$ cat src/hw/rptrc_pkg.sv
// Package of offsets, field positions, reset values and timing constants.
package rptrc_pkg;
  // Register offsets: the printed offsets are not all multiples of four,
  // so each is an index and the byte address is four times the index.
  localparam logic [7:0] IDX_TANDEM_CTRL = 8'h1d; // Tandem ring control.
  localparam logic [7:0] IDX_IEC_LOW = 8'h1e; // Incoming error total low.
  localparam logic [7:0] IDX_IEC_HIGH = 8'h1f; // Incoming error total high.
  localparam logic [7:0] IDX_POS_JUST = 8'h24; // Positive justifications.
  localparam logic [7:0] IDX_NEG_JUST = 8'h25; // Negative justifications.
  localparam logic [7:0] IDX_MF_STATUS = 8'h1c; // Multiframe status/control.
  localparam logic [7:0] IDX_ACC_TRIGGER = 8'h30; // Accumulation trigger.
  localparam logic [7:0] IDX_MASTER_CFG = 8'h31; // Master configuration.
  // Field positions in the tandem ring control register.
  localparam int CTL_ORIG_TANDEM = 0; // Originating tandem mode.
  localparam int CTL_FAIL_FORCE = 1; // Incoming failure forcing.
  localparam int CTL_COUNT_DIFF = 2; // Count difference mode.
  localparam int CTL_FIXED_STUFF = 4; // Fixed stuff exclusion.
  localparam int CTL_BLOCK_PARITY = 5; // Block parity mode.
  localparam int CTL_SIZE_CHECK = 6; // Size check enable.
  localparam int CTL_JUST_SPACING = 7; // Justification spacing enable.
  // Writable bits of the control register; bit 3 is unused.
  localparam logic [7:0] CTL_WRITE_MASK = 8'hf7;
  localparam logic [7:0] CTL_RESET = 8'h00; // Control value after reset.
  // Field positions in the multiframe status register.
  localparam int MF_CHANGE_FLAG = 7; // Loss-of-multiframe change flag.
  localparam int MF_LOSS_STATE = 6; // Current loss-of-multiframe state.
  localparam int MF_IRQ_ENABLE = 5; // Loss-of-multiframe irq enable.
  localparam int CFG_MONITOR_SELECT = 0; // Justification monitor select.
  // Incoming error code that signals incoming signal failure.
  localparam logic [3:0] IEC_FAIL_CODE = 4'hf;
  // Valid size-bit pattern of the payload pointer.
  localparam logic [1:0] SIZE_BITS_VALID = 2'h2;
  // Frames since the last offset change before a justification counts.
  localparam logic [1:0] JUST_SPACING_FRAMES = 2'h3;
  // Snapshot transfer deadline in processor-clock cycles.
  localparam int TRANSFER_MAX_CYCLES = 12;
  // Transfer pipeline latency, well inside the deadline.
  localparam logic [3:0] TRANSFER_DELAY = 4'h2;
  // Z5 field layout: error count in the high nibble, data link in the low.
  localparam int Z5_IEC_LSB = 4;
  localparam int Z5_DL_LSB = 0;
endpackage : rptrc_pkg

$ cat src/hw/rptrc_top.sv
// Receive path tandem and ring control block with its count registers.
// Summary of operation
// - Flag loss-of-multiframe changes; clear on read.
// - Tandem mode inserts previous error count, data link.
// - Tandem mode recomputes path parity after Z5 change.
// - Pointer loss or AIS in tandem mode: hold pointer, fail payload.
// - Tandem mode off passes payload unmodified.
// - Failure forcing in tandem mode fails payload.
// - Accumulate error field, or absolute difference.
// - Optionally exclude fixed stuff from path parity on non-concatenated streams.
// - Block parity counts at most one error.
// - Bad size bits suppress offset indications when enabled.
// - Bad size bits always flag invalid pointer.
// - Justification needs three frames since last change.
// - Keep sixteen-bit tandem incoming error total.
// - Trigger write snapshots total and restarts accumulator.
// - Count positive justifications on selected stream.
// - Count negative justifications on selected stream.
// - Trigger write snapshots justification counts, restarts.
// - Interrupt enable gates multiframe loss interrupt.
//
// Local design decision: the Avalon-MM slave port.
`timescale 1ns/1ps
module rptrc_top #(
  parameter int IEC_WIDTH = 16, // Width of the incoming error total.
  parameter int JUST_WIDTH = 8 // Width of each justification counter.
) (
  input wire logic mclk, // Processor clock, 100 MHz.
  input wire logic rst, // Synchronous reset, active high.
  // Avalon-MM slave.
  input wire logic [9:0] avs_address, // Byte address.
  input wire logic avs_read, // Read request.
  input wire logic avs_write, // Write request.
  input wire logic [31:0] avs_writedata, // Write data.
  input wire logic [3:0] avs_byteenable, // Byte lanes.
  output logic [31:0] avs_readdata, // Read data.
  output logic avs_waitrequest, // Stall while the answer is pending.
  // Receive stream, one byte per cycle.
  input wire logic [7:0] rx_data, // Receive byte.
  input wire logic rx_valid, // Byte strobe.
  input wire logic rx_frame_start, // First byte of a frame.
  input wire logic rx_is_h1, // Byte is H1.
  input wire logic rx_is_h2, // Byte is H2.
  input wire logic rx_is_b3, // Byte is B3.
  input wire logic rx_is_z5, // Byte is Z5.
  input wire logic rx_is_spe, // Byte belongs to the payload envelope.
  input wire logic rx_is_fixed_stuff, // Byte is a fixed stuff column.
  input wire logic rx_concat, // Stream is a concatenated STS-3c.
  input wire logic rx_pointer_loss, // Loss of pointer or path AIS.
  input wire logic [1:0] rx_size_bits, // Size bits of the pointer.
  input wire logic rx_ndf_raw, // New data flag before qualifying.
  input wire logic rx_inc_raw, // Increment before qualifying.
  input wire logic rx_dec_raw, // Decrement before qualifying.
  input wire logic [3:0] tandem_overhead_input, // Tandem data link.
  input wire logic multiframe_loss, // Loss-of-multiframe state.
  input wire logic drop_pos_just, // Positive justification on DROP.
  input wire logic drop_neg_just, // Negative justification on DROP.
  // DROP bus and indications.
  output logic [7:0] drop_data, // DROP byte.
  output logic drop_valid, // DROP byte strobe.
  output logic ndf_enable, // Qualified new data flag.
  output logic inc_ind, // Qualified increment.
  output logic dec_ind, // Qualified decrement.
  output logic inv_point, // Invalid pointer.
  output logic [3:0] parity_errors, // Errors reported per frame.
  output logic interrupt_out_n // Interrupt, active low.
);
  // All state of the block.
  typedef struct packed {
    logic [7:0] ctrl; // Tandem ring control register.
    logic irq_en; // Loss-of-multiframe interrupt enable.
    logic mf_flag; // Loss-of-multiframe change flag.
    logic mf_prev; // Loss state seen last cycle.
    logic mon_sel; // Justification monitor select.
    logic [3:0] trig_cnt; // Snapshot delay after a trigger.
    logic trig_busy; // A transfer is pending.
    logic [7:0] parity; // Running parity of the current frame.
    logic [7:0] rx_b3; // B3 received in this frame.
    logic [3:0] prev_err; // Parity errors of the previous frame.
    logic [7:0] out_parity; // Parity of the modified output frame.
    logic [7:0] h1; // Last good H1.
    logic [7:0] h2; // Last good H2.
    logic [1:0] since_change; // Frames since an offset change.
    logic [7:0] dout; // DROP byte.
    logic dvalid; // DROP strobe.
    logic ndf; // Qualified new data flag.
    logic inc; // Qualified increment.
    logic dec; // Qualified decrement.
    logic inv; // Invalid pointer.
    logic [3:0] perr; // Reported parity errors.
    logic [31:0] rdata; // Read data.
    logic ack; // Read or write answered.
  } rptrc_state_t;
  rptrc_state_t s_q;
  rptrc_state_t s_d;
  logic [7:0] idx; // Register index from the byte address.
  logic snap; // Snapshot strobe to the counters.
  logic [IEC_WIDTH-1:0] iec_inc; // Incoming error amount to add.
  logic [JUST_WIDTH-1:0] pos_inc; // Positive justification amount.
  logic [JUST_WIDTH-1:0] neg_inc; // Negative justification amount.
  logic [IEC_WIDTH-1:0] iec_snap; // Snapshot of the error total.
  logic [JUST_WIDTH-1:0] pos_snap; // Snapshot of positive count.
  logic [JUST_WIDTH-1:0] neg_snap; // Snapshot of negative count.
  logic tandem; // Originating tandem mode active.
  logic fail; // Payload is forced to incoming failure.
  logic [7:0] mism; // Parity mismatch bits at B3.
  logic [3:0] nerr; // Parity errors found at B3.
  logic [3:0] rx_iec; // Incoming error field received in Z5.
  logic [7:0] z5_out; // Rebuilt Z5 byte.
  logic [7:0] byte_out; // Output byte before registering.
  logic just_ok; // Spacing test passed.
  logic size_ok; // Size bits are valid.

  // Counts the set bits of a mismatch byte.
  function automatic logic [3:0] rptrc_popcount(input logic [7:0] v);
    logic [3:0] n;
    n = 4'h0;
    for (int i = 0; i < 8; i++) begin
      n = n + {3'h0, v[i]};
    end
    return n;
  endfunction : rptrc_popcount

  assign idx = avs_address[9:2];
  assign tandem = s_q.ctrl[rptrc_pkg::CTL_ORIG_TANDEM];
  // The failure force acts only in tandem mode.
  assign fail = tandem & (rx_pointer_loss |
    s_q.ctrl[rptrc_pkg::CTL_FAIL_FORCE]);
  assign size_ok = (rx_size_bits == rptrc_pkg::SIZE_BITS_VALID);
  assign just_ok = ~s_q.ctrl[rptrc_pkg::CTL_JUST_SPACING] |
    (s_q.since_change >= rptrc_pkg::JUST_SPACING_FRAMES);
  assign rx_iec = rx_data[rptrc_pkg::Z5_IEC_LSB +: 4];

  // Mismatch between the received B3 and the frame parity.
  always_comb begin
    mism = rx_data ^ s_q.parity;
    if (s_q.ctrl[rptrc_pkg::CTL_BLOCK_PARITY]) begin
      nerr = {3'h0, |mism};
    end else begin
      nerr = rptrc_popcount(mism);
    end
  end

  // Rebuilt Z5: error field and the tandem data link.
  always_comb begin
    z5_out = 8'h00;
    z5_out[rptrc_pkg::Z5_DL_LSB +: 4] = tandem_overhead_input;
    if (fail) begin
      z5_out[rptrc_pkg::Z5_IEC_LSB +: 4] =
        rptrc_pkg::IEC_FAIL_CODE;
    end else begin
      z5_out[rptrc_pkg::Z5_IEC_LSB +: 4] = s_q.prev_err;
    end
  end

  // Chooses the DROP byte for the current receive byte.
  always_comb begin
    byte_out = rx_data;
    if (!tandem) begin
      byte_out = rx_data;
    end else if (rx_is_h1) begin
      byte_out = fail ? s_q.h1 : rx_data;
    end else if (rx_is_h2) begin
      byte_out = fail ? s_q.h2 : rx_data;
    end else if (rx_is_z5) begin
      byte_out = z5_out;
    end else if (rx_is_b3) begin
      // Received B3 corrected for earlier changes, or error free.
      byte_out = fail ? s_q.out_parity :
        (rx_data ^ s_q.parity ^ s_q.out_parity);
    end else if (rx_is_spe && fail) begin
      byte_out = 8'hff;
    end
  end

  // Amounts added to the counters in this cycle.
  always_comb begin
    iec_inc = '0;
    if (rx_valid && rx_is_z5) begin
      if (s_q.ctrl[rptrc_pkg::CTL_COUNT_DIFF]) begin
        iec_inc[3:0] = (s_q.prev_err > rx_iec) ?
          (s_q.prev_err - rx_iec) : (rx_iec - s_q.prev_err);
      end else begin
        iec_inc[3:0] = rx_iec;
      end
    end
    pos_inc = '0;
    neg_inc = '0;
    pos_inc[0] = s_q.mon_sel ? s_q.inc : drop_pos_just;
    neg_inc[0] = s_q.mon_sel ? s_q.dec : drop_neg_just;
  end

  assign snap = s_q.trig_busy && (s_q.trig_cnt == 4'h0);

  // Next-state logic for registers, stream and pointer qualifiers.
  always_comb begin
    s_d = s_q;
    s_d.ack = 1'b0;
    // Transfer countdown after a trigger write.
    if (snap) begin
      s_d.trig_busy = 1'b0;
    end else if (s_q.trig_busy) begin
      s_d.trig_cnt = s_q.trig_cnt - 4'h1;
    end
    // A write lands at the edge at which waitrequest is seen low.
    if (avs_write && s_q.ack) begin
      if (avs_byteenable[0]) begin
        case (idx)
          rptrc_pkg::IDX_TANDEM_CTRL: begin
            s_d.ctrl = avs_writedata[7:0] & rptrc_pkg::CTL_WRITE_MASK;
          end
          rptrc_pkg::IDX_MF_STATUS: begin
            s_d.irq_en = avs_writedata[rptrc_pkg::MF_IRQ_ENABLE];
          end
          rptrc_pkg::IDX_MASTER_CFG: begin
            s_d.mon_sel = avs_writedata[rptrc_pkg::CFG_MONITOR_SELECT];
          end
          rptrc_pkg::IDX_ACC_TRIGGER: begin
            s_d.trig_busy = 1'b1;
            s_d.trig_cnt = rptrc_pkg::TRANSFER_DELAY;
          end
          default: begin
            s_d.ctrl = s_q.ctrl; // Other writes are ignored.
          end
        endcase
      end
    end
    // Register access answers one cycle after the request.
    if ((avs_read || avs_write) && !s_q.ack) begin
      s_d.ack = 1'b1;
      s_d.rdata = 32'h0;
      if (avs_read) begin
        case (idx)
          rptrc_pkg::IDX_TANDEM_CTRL: s_d.rdata[7:0] = s_q.ctrl;
          rptrc_pkg::IDX_IEC_LOW: s_d.rdata[7:0] = iec_snap[7:0];
          rptrc_pkg::IDX_IEC_HIGH: s_d.rdata[7:0] = iec_snap[15:8];
          rptrc_pkg::IDX_POS_JUST: s_d.rdata[7:0] = pos_snap;
          rptrc_pkg::IDX_NEG_JUST: s_d.rdata[7:0] = neg_snap;
          rptrc_pkg::IDX_MASTER_CFG: s_d.rdata[0] = s_q.mon_sel;
          rptrc_pkg::IDX_MF_STATUS: begin
            s_d.rdata[rptrc_pkg::MF_CHANGE_FLAG] = s_q.mf_flag;
            s_d.rdata[rptrc_pkg::MF_LOSS_STATE] = multiframe_loss;
            s_d.rdata[rptrc_pkg::MF_IRQ_ENABLE] = s_q.irq_en;
            s_d.mf_flag = 1'b0; // Read clears the flag.
          end
          default: s_d.rdata = 32'h0; // Unmapped reads give zero.
        endcase
      end
    end
    // A change in the same cycle as the clearing read still sets.
    s_d.mf_prev = multiframe_loss;
    if (multiframe_loss != s_q.mf_prev) begin
      s_d.mf_flag = 1'b1;
    end
    // Pointer qualifiers, one result per frame pointer.
    s_d.ndf = 1'b0;
    s_d.inc = 1'b0;
    s_d.dec = 1'b0;
    s_d.inv = 1'b0;
    if (rx_valid && rx_is_h2) begin
      s_d.inv = ~size_ok;
      if (size_ok || !s_q.ctrl[rptrc_pkg::CTL_SIZE_CHECK]) begin
        s_d.ndf = rx_ndf_raw;
        s_d.inc = rx_inc_raw & just_ok;
        s_d.dec = rx_dec_raw & just_ok;
      end
      if (!rx_pointer_loss) begin
        s_d.h2 = rx_data; // Keep the last good pointer.
      end
    end
    if (rx_valid && rx_is_h1 && !rx_pointer_loss) begin
      s_d.h1 = rx_data;
    end
    // Frame spacing counter, restarted by any accepted offset change.
    if (s_q.ndf || s_q.inc || s_q.dec) begin
      s_d.since_change = 2'h0;
    end else if (rx_valid && rx_frame_start &&
                 s_q.since_change != rptrc_pkg::JUST_SPACING_FRAMES) begin
      s_d.since_change = s_q.since_change + 2'h1;
    end
    // Path parity over the payload, stuff columns optional unless concatenated.
    if (rx_valid) begin
      if (rx_is_b3) begin
        s_d.perr = nerr;
        s_d.prev_err = nerr; // Inserted into the next Z5.
      end
      if (rx_frame_start) begin
        s_d.parity = 8'h00;
        s_d.out_parity = 8'h00;
      end else if (rx_is_spe && !rx_is_b3 &&
                   !(rx_is_fixed_stuff && !rx_concat &&
                     s_q.ctrl[rptrc_pkg::CTL_FIXED_STUFF])) begin
        s_d.parity = s_q.parity ^ rx_data;
        s_d.out_parity = s_q.out_parity ^ byte_out;
      end
    end
    s_d.dvalid = rx_valid;
    s_d.dout = rx_valid ? byte_out : s_q.dout;
  end

  // State register.
  always_ff @(posedge mclk) begin
    if (rst) begin
      s_q <= '0;
      s_q.ctrl <= rptrc_pkg::CTL_RESET;
    end else begin
      s_q <= s_d;
    end
  end

  // Tandem incoming error total.
  rptrc_counter #(.WIDTH(IEC_WIDTH)) u_iec (
    .mclk(mclk), .rst(rst), .inc(iec_inc), .snap(snap),
    .snapshot(iec_snap)
  );
  // Positive justification count.
  rptrc_counter #(.WIDTH(JUST_WIDTH)) u_pos (
    .mclk(mclk), .rst(rst), .inc(pos_inc), .snap(snap),
    .snapshot(pos_snap)
  );
  // Negative justification count.
  rptrc_counter #(.WIDTH(JUST_WIDTH)) u_neg (
    .mclk(mclk), .rst(rst), .inc(neg_inc), .snap(snap),
    .snapshot(neg_snap)
  );

  assign avs_waitrequest = (avs_read | avs_write) & ~s_q.ack;
  assign avs_readdata = s_q.rdata;
  assign drop_data = s_q.dout;
  assign drop_valid = s_q.dvalid;
  assign ndf_enable = s_q.ndf;
  assign inc_ind = s_q.inc;
  assign dec_ind = s_q.dec;
  assign inv_point = s_q.inv;
  assign parity_errors = s_q.perr;
  assign interrupt_out_n = ~(s_q.irq_en & s_q.mf_flag);
endmodule : rptrc_top

$ cat src/hw/rptrc_counter.sv
// Saturating interval counter with snapshot transfer.
`timescale 1ns/1ps
module rptrc_counter #(
  parameter int WIDTH = 8
) (
  input wire logic mclk,
  input wire logic rst,
  input wire logic [WIDTH-1:0] inc, // Amount added this cycle.
  input wire logic snap, // One-cycle snapshot and restart strobe.
  output logic [WIDTH-1:0] snapshot // Readable count of last interval.
);
  // All state of the counter.
  typedef struct packed {
    logic [WIDTH-1:0] acc; // Running interval total.
    logic [WIDTH-1:0] snap; // Held snapshot.
  } rptrc_cnt_t;
  rptrc_cnt_t s_q;
  rptrc_cnt_t s_d;
  logic [WIDTH:0] sum; // Sum with carry for the saturation test.

  // Next-state logic: add with saturation, or snapshot and restart.
  always_comb begin
    s_d = s_q;
    sum = {1'b0, s_q.acc} + {1'b0, inc};
    if (snap) begin
      // The whole word is copied at once, so both bytes match.
      s_d.snap = s_q.acc;
      s_d.acc = inc; // Restart from zero, keeping this cycle's event.
    end else if (sum[WIDTH]) begin
      s_d.acc = '1; // Hold at full scale instead of wrapping.
    end else begin
      s_d.acc = sum[WIDTH-1:0];
    end
  end

  // State register.
  always_ff @(posedge mclk) begin
    if (rst) begin
      s_q <= '0;
    end else begin
      s_q <= s_d;
    end
  end

  assign snapshot = s_q.snap;
endmodule : rptrc_counter

$ cat config.mk
export PLATFORM = sky130hd
export DESIGN_NAME = rptrc_top
export DESIGN_NICKNAME = d
export VERILOG_FILES = /design/src/hw/rptrc_pkg.sv /design/src/hw/rptrc_top.sv /design/src/hw/rptrc_counter.sv
export SDC_FILE = /design/constraint.sdc
export NUM_CORES = 1
export LEC_CHECK = 0
export BUFFER_PORTS_ARGS = -buffer_cell sky130_fd_sc_hd__buf_4
export CAP_MARGIN = 5
export CORE_MARGIN = 2
export CORE_UTILIZATION = 40
export CTS_BUF_LIST = sky130_fd_sc_hd__clkbuf_4 sky130_fd_sc_hd__clkbuf_8
export DETAILED_ROUTE_END_ITERATION = 8
export GPL_ROUTABILITY_DRIVEN = 0
export PLACE_DENSITY_LB_ADDON = 0.08
export SLEW_MARGIN = 25
export SYNTH_ARGS = -nofsm -noshare
export SYNTH_HDL_FRONTEND = slang
export SYNTH_SLANG_ARGS = --single-unit
$ cat constraint.sdc
create_clock -name mclk -period 4.5 [get_ports mclk]
set_input_delay 0.45 -clock mclk [delete_from_list [all_inputs] [get_ports mclk]]
set_output_delay 0.45 -clock mclk [all_outputs]
set_load 0.02 [all_outputs]
==> results of run 1 <==
## area by class of cell
class	instances	area (um2)
inverter	35	131
timing repair buffer	85	638
multi-input combinational	735	4630
clock buffer	17	234
fill	2051	10700
sequential	140	2800
tap	265	332
clock inverter	15	145
## metrics by stage
step	std cells	total power, uW	util, %	cell area (um2)	setup slack, ns
after floorplan	1016	1630	-	8160	1.05
after global placement	1260	1730	43.4	8530	0.710
after detailed placement	1260	1730	43.4	8530	0.715
after CTS	1292	2730	45.3	8910	0.859
after global routing	1292	2840	45.3	8910	0.564
final	1292	2700	45.3	8910	0.889
## sequential cells by signal (all words and copies together) (netlist names)
name,flops
drop_data,8
ndf_enable,1
u_neg.s_q,8
dec_ind,1
u_iec.s_q,16
inc_ind,1
inv_point,1
s_q,51
u_pos.s_q,8
avs_readdata,8
parity_errors,4
u_pos.snapshot,8
u_iec.snapshot,16
u_neg.snapshot,8
drop_valid,1
## cell usage in the layout (no fill, tap or decap), types with 5 or more instances in the layout
cell type,count
nor2_1,82
a21oi_1,103
nand3_1,27
and2_1,5
clkbuf_8,17
xnor2_1,16
xor2_1,15
nor3_1,23
nand2_1,114
conb_1,24
ha_1,22
dfxtp_1,140
inv_6,5
a211oi_1,13
nor3b_1,8
and4_1,6
buf_4,85
nand2b_1,18
a31oi_1,8
mux2_2,5
a22oi_1,12
and3_1,10
nand3b_1,14
inv_1,34
nand4_1,11
a21o_1,6
mux2i_1,39
o21a_1,11
fa_1,7
nor2b_1,10
o22ai_1,10
o21ai_0,36
## power groups by stage
stage	Sequential (uW)	Clock, uW	Combinational, uW
finish	1290	993	410
detailed placement	1320	0	410
CTS	1300	1020	412
global route	1300	1080	456
global placement	1320	0	408
floorplan	1320	0	311
## per-layer routing
metal | track usage [%] | vias to the layer above | wire length, um
met1 | 27.4 | 3302 | 10200
li1 | - | 3486 | -
met5 | 0 | - | 0
met3 | 4.22 | 27 | 974
met2 | 34.4 | 165 | 10400
met4 | 5.15 | 0 | 357
## kinds of logic after synthesis
| kind of cell | after synthesis | share of synthesized area, % |
|---|---|---|
| AND/OR/NAND/NOR | 354 | 21.6 |
| AO/OA/AOI/OAI | 250 | 19.7 |
| buffers and inverters | 141 | 9.16 |
| flip-flops | 140 | 34.7 |
| multiplexers | 47 | 6.37 |
| XOR/XNOR | 31 | 3.36 |
| adder cells (fa/ha/maj) | 29 | 5.14 |
| other | 1 | 0.0464 |
## how the worst max path moves through the flow
stage                                  start                        to  slack (ns)  cells after the start
3_3_place_gp                      rx_data[4]  u_iec.s_q[29]$_SDFF_PP0_        0.71                     16
2_1_floorplan                     rx_data[6]  u_iec.s_q[16]$_SDFF_PP0_        1.05                     14
5_1_grt        parity_errors[0]$_SDFFE_PP0P_  u_iec.s_q[29]$_SDFF_PP0_        0.56                     16
3_5_place_dp                      rx_data[4]  u_iec.s_q[29]$_SDFF_PP0_        0.71                     16
4_1_cts        parity_errors[0]$_SDFFE_PP0P_  u_iec.s_q[29]$_SDFF_PP0_        0.86                     16
6_report       parity_errors[0]$_SDFFE_PP0P_  u_iec.s_q[29]$_SDFF_PP0_        0.89                     16
==> metrics.json, run 1 <==
{
  "run_status": "finished, final reports clean",
  "finalSetupTns_ns": 0,
  "synth.cell_area_mm2": 0.00807,
  "dieWidth_um": 146,
  "final_period_minus_worst_setup_slack_ns": 3.61,
  "clock.fmax_mhz": 277,
  "sequential_cell_area_fraction_in_the_yosys_report_pct": 34.7,
  "ir_drop_mv": 0.189,
  "min-delay-path-class": "input port to register",
  "worst_slew_margin_rel_pct": 38.3,
  "synth_edf_count": 0,
  "nets": 1123,
  "timing.hold.ws_ns": 0.192,
  "vias": 6980,
  "cells_taking_the_most_area_after_synthesis": "dfxtp_1 35%, a21oi_1 6.4%, nand2_1 5.3%, mux2i_1 4.8%, buf_4 4.6%",
  "rows": 51,
  "worst-r2r-setup-slack_ns": 0.89,
  "post-route-period-util_pct": 80.3,
  "start_util_pct": 41.1,
  "core_area_mm2": 0.0197,
  "cts_tree": "yes",
  "grt_overflow": 0,
  "routed_wirelength_um": 21900,
  "global_route_wire_length_before_repair_um": 35400,
  "synth_top_area_cell": "dfxtp_1",
  "worst_hold_path.num_cells": 2,
  "rr_startpoint": "parity_errors[0]$_SDFFE_PP0P_",
  "main_synth_ff_type": "dfxtp_1",
  "ctsResizeCount": 0,
  "startpoint_type": "register",
  "wire_per_inst_um": 16.9,
  "grt_start_max_net_pins": 68,
  "ff2ff_path_depth": 16,
  "detail-route-antenna-nets": 0,
  "critPathRequiredTime_ns": 4.81,
  "grtUsageTotal_pct": 20.6,
  "grt_setup_unrepaired": "no",
  "async_reset_ff_share_pct": 0,
  "synth.cells.most_frequent": "140 x dfxtp_1, 114 x nand2_1, 103 x a21oi_1, 83 x nor2_1, 49 x buf_4",
  "setup.worst_path.end_class": "register",
  "timing_max_transition_violations_final": 0,
  "synth_largest_type_area_fraction_pct": 34.7,
  "p_clk_share_pct": 36.8,
  "crit_path_max_incr_delay_ns": 0.42,
  "tightestPinTransition_ns": 0.918,
  "critical_path.cell_chain": "inv_1 -> ha_1 -> inv_1 -> fa_1 -> a211o_1 -> and4_1 -> o21ai_0 -> nand3_1 -> a21oi_1 -> ha_1 -> a21oi_1 -> o21ai_1 -> buf_4 -> nand3_1 -> buf_4 -> a31oi_1",
  "clockRootBuffer": "clkbuf_8",
  "worst-endpoint-arrival_ns": 3.92,
  "fp.dieH_um": 146,
  "antenna_found_initial": 0,
  "antenna_cells": 0,
  "hold_path.startpoint": "rx_inc_raw",
  "drt_iter0_markers": 442,
  "power_density_over_cell_area_mw_per_mm2": 303,
  "yosys.cell_count.top_type": "dfxtp_1",
  "crit_buf_inv": 4,
  "path_class": "register to register",
  "worst_r2r_endpoint": "u_iec.s_q[29]$_SDFF_PP0_",
  "yosysWarningCount": 0,
  "hold_buffers": 0,
  "num_io_pins": 131,
  "fin_worst_skew_ns": 0.0143,
  "critPathSlowestCell": "fa_1",
  "layout_stage_area_growth_over_the_synthesis_result_pct": 10.4,
  "drt_pre_antenna_iters": 5,
  "htree_levels": 4,
  "p_switching_uw": 856,
  "drv.max_cap_violation_count": 0,
  "post_cts_buffers": 0,
  "p_int_uw": 1840,
  "cts.sinks": 140,
  "detail_route.vias_per_cell": 5.40,
  "cp_max_fo": 8,
  "number_of_instances_in_the_synthesized_netlist": 993,
  "leakage_uw": 0.00357,
  "floorplan.die_area_mm2": 0.0213,
  "worst_hold_path.endpoint": "inc_ind$_SDFF_PP0_",
  "clk_latency_ns": 0.46,
  "clkTransAtPathRegs_ns": 0.09,
  "timing.critical_path.max_delay_family": "compound AO/OA/AOI/OAI gates",
  "comb_power_share_pct": 15.2,
  "first_global_vias": 6702,
  "yosys.cell_types.count": 77,
  "final_layout_size_suffix_gt1_share_pct": 13.9,
  "post-route-drc-count": 0,
  "finalSetupViolCount": 0,
  "cts_inserted_buffers": 17,
  "synth_seq_cells": 140,
  "port-buffer-count": 76,
  "max-clock-path-buffers": 2,
  "seqPwrFrac_pct": 48.0,
  "switching_share_pct": 31.7,
  "post-dp-hpwl_um": 15600,
  "post_synth.cell_area_avg_um2": 8.13,
  "timing.final.hold_violations": 0
}
Power figures use the tool's default switching activity.
==> run 2, diff against run 1 <==
Clock period 4.5 ns to 3.6 ns, I/O delays scaled along.
==> metrics.json, run 2 (same netlist as run 1, synthesis figures left out) <==
{
  "worst-endpoint-arrival": {"value": 3.74, "unit": "ns", "change": "-0.18 ns"},
  "ir_drop": {"value": 0.230, "unit": "mV", "change": "+22%"},
  "grt_start_max_net_pins": {"value": 53, "change": "-22%"},
  "first_global_vias": {"value": 6509, "change": "-2.9%"},
  "seq_area": {"value": 0.00280, "unit": "mm2", "change": "unchanged"},
  "routed_wirelength": {"value": 22200, "unit": "um", "change": "+1.3%"},
  "layout_stage_area_growth_over_the_synthesis_result_pct": 12.2,
  "cts_inserted_buffers": {"value": 17, "change": "unchanged"},
  "drv.max_cap_violation_count": {"value": 0, "change": "unchanged"},
  "nets": {"value": 1141, "change": "+1.6%"},
  "mostFrequentLayoutCells": "140 x dfxtp_1, 114 x nand2_1, 103 x buf_4, 102 x a21oi_1, 82 x nor2_1",
  "grtUsageTotal": {"value": 20.5, "unit": "%", "change": "-0.050 points"},
  "finalSetupTns": {"value": 0, "unit": "ns", "change": "unchanged"},
  "post-route-period-util": {"value": 93.4, "unit": "%", "change": "+13 points"},
  "wire_per_inst": {"value": 16.9, "unit": "um", "change": "about the same"},
  "worst_slew_margin_rel": {"value": 38.0, "unit": "%", "change": "-0.31 points"},
  "startpoint_type": "register",
  "max-clock-path-buffers": {"value": 2, "change": "unchanged"},
  "start_util": {"value": 41.1, "unit": "%", "change": "unchanged"},
  "min-delay-path-class": "input port to register",
  "multiInputGateArea": {"value": 0.00464, "unit": "mm2", "change": "+0.19%"},
  "timing.final.hold_violations": {"value": 0, "change": "unchanged"},
  "clock.fmax": {"value": 297, "unit": "MHz", "change": "+7.4%"},
  "finalSetupViolCount": {"value": 0, "change": "unchanged"},
  "filler_cells": {"value": 2047, "change": "-0.20%"},
  "floorplan.die_area": {"value": 0.0213, "unit": "mm2", "change": "unchanged"},
  "hold_buffers": {"value": 0, "change": "unchanged"},
  "post-dp-hpwl": {"value": 16000, "unit": "um", "change": "+2.2%"},
  "clockRootBuffer": "clkbuf_8",
  "fin_worst_skew": {"value": 0.0148, "unit": "ns", "change": "+0.000550 ns"},
  "final_period_minus_worst_setup_slack": {"value": 3.36, "unit": "ns", "change": "-0.248 ns"},
  "fp.dieH": {"value": 146, "unit": "um", "change": "unchanged"},
  "dieWidth": {"value": 146, "unit": "um", "change": "unchanged"},
  "final_layout_size_suffix_gt1_share": {"value": 15.6, "unit": "%", "change": "+1.7 points"},
  "detail_route.vias_per_cell": {"value": 5.37, "change": "-0.68%"},
  "vias": {"value": 7029, "change": "+0.70%"},
  "rows": {"value": 51, "change": "unchanged"},
  "cts_tree": "yes",
  "largest_reg_flops": {"value": 51, "change": "unchanged"},
  "drt_pre_antenna_iters": {"value": 5, "change": "unchanged"},
  "antenna_cells": {"value": 0, "change": "unchanged"},
  "run_status": "finished, final reports clean",
  "post_cts_buffers": {"value": 0, "change": "unchanged"},
  "tightestPinTransition": {"value": 0.923, "unit": "ns", "change": "+0.00463 ns"},
  "largest_register": "s_q",
  "ctsResizeCount": {"value": 0, "change": "unchanged"},
  "cts.sinks": {"value": 140, "change": "unchanged"},
  "htree_levels": {"value": 4, "change": "unchanged"},
  "power_density_over_cell_area": {"value": 379, "unit": "mW/mm2", "change": "+25%"},
  "path_class": "register to register",
  "global_route_wire_length_before_repair": {"value": 35100, "unit": "um", "change": "-0.68%"},
  "clk_latency": {"value": 0.46, "unit": "ns", "change": "about the same"},
  "cp_max_fo": {"value": 4, "change": "-4"},
  "grt_overflow": {"value": 0, "change": "unchanged"},
  "num_io_pins": {"value": 131, "change": "unchanged"},
  "layout_utilization": {"value": 46.1, "unit": "%", "change": "+0.77 points"},
  "post-route-drc-count": {"value": 0, "change": "unchanged"},
  "port-buffer-count": {"value": 76, "change": "unchanged"},
  "clkTransAtPathRegs": {"value": 0.09, "unit": "ns", "change": "about the same"},
  "core_area": {"value": 0.0197, "unit": "mm2", "change": "unchanged"},
  "antenna_found_initial": {"value": 0, "change": "unchanged"},
  "drt_iter0_markers": {"value": 468, "change": "+5.9%"},
  "grt_setup_unrepaired": "no",
  "critPathRequiredTime": {"value": 3.97, "unit": "ns", "change": "-0.84 ns"},
  "leakage": {"value": 0.00367, "unit": "uW", "change": "+2.8%"},
  "setup.worst_path.end_class": "register",
  "timing_max_transition_violations_final": {"value": 0, "change": "unchanged"},
  "detail-route-antenna-nets": {"value": 0, "change": "unchanged"},
  "most_common_cell_after_layout_fill_and_taps_aside": "dfxtp_1"
}
==> run 2: cell types whose count changed in the layout (fill, tap and decap cells not counted), moves of 2 or more <==
cell	previous run	this run
buf_4	85	103
clkinvlp_4	3	1
inv_8	4	2
inv_6	5	7
==> run 2: per-layer routing <==
layer | global-route usage (%) | vias up | wire [um]
li1 | - | 3532 | -
met1 | 27.7 | 3283 | 10300
met2 | 33.2 | 188 | 10400
met3 | 3.69 | 26 | 1070
met4 | 7.04 | 0 | 422
met5 | 0 | - | 0
==> run 2: final timing paths <==
kind | startpoint | slack, ns | cells after the start | to
worst min-delay path | rx_inc_raw | 0.10 | 2 | inc_ind$_SDFF_PP0_
worst max register to register | parity_errors[0]$_SDFFE_PP0P_ | 0.24 | 14 | u_iec.s_q[31]$_SDFF_PP0_
worst min register to register | u_iec.snapshot[13]$_SDFFE_PP0P_ | 0.46 | 2 | u_iec.snapshot[13]$_SDFFE_PP0P_
worst max-delay path | parity_errors[0]$_SDFFE_PP0P_ | 0.24 | 14 | u_iec.s_q[31]$_SDFF_PP0_
==> run 2: per-stage QoR <==
stage / hold WS [ns] / cell area (um2) / total power, uW / setup WS, ns / instances
floorplan: 0.431 / 8160 / 2030 / 0.240 / 1016
global placement: 0.440 / 8670 / 2180 / 0.149 / 1278
detailed placement: 0.442 / 8670 / 2180 / 0.0827 / 1278
CTS: 0.0729 / 9050 / 3470 / 0.174 / 1310
global route: 0.0906 / 9060 / 3590 / 0.00126 / 1310
finish: 0.103 / 9060 / 3430 / 0.237 / 1310
==> run 2: layout make-up <==
class	instances	share of cell area, %
clock buffer	17	2.58
clock inverter	15	1.68
inverter	35	1.45
multi-input combinational	735	51.2
sequential	140	30.9
tap	265	3.66
timing repair buffer	103	8.53
==> run 2: power by group <==
group / internal (uW) / switching (uW) / total (uW)
Sequential: 1590 / 29.7 / 1620
Clock: 572 / 712 / 1280
Combinational: 217 / 315 / 532
==> run 2: critical path: stages, from the launching register on <==
cell and delay [ns]:
dfxtp_1 0.32, inv_1 0.08, ha_1 0.20, inv_1 0.06
fa_1 0.43, a211o_1 0.30, and4_1 0.20, o21ai_0 0.22
nand3_1 0.10, a21oi_1 0.16, ha_1 0.30, a211oi_1 0.35
nor2_1 0.15, and4_1 0.22, a211oi_1 0.19
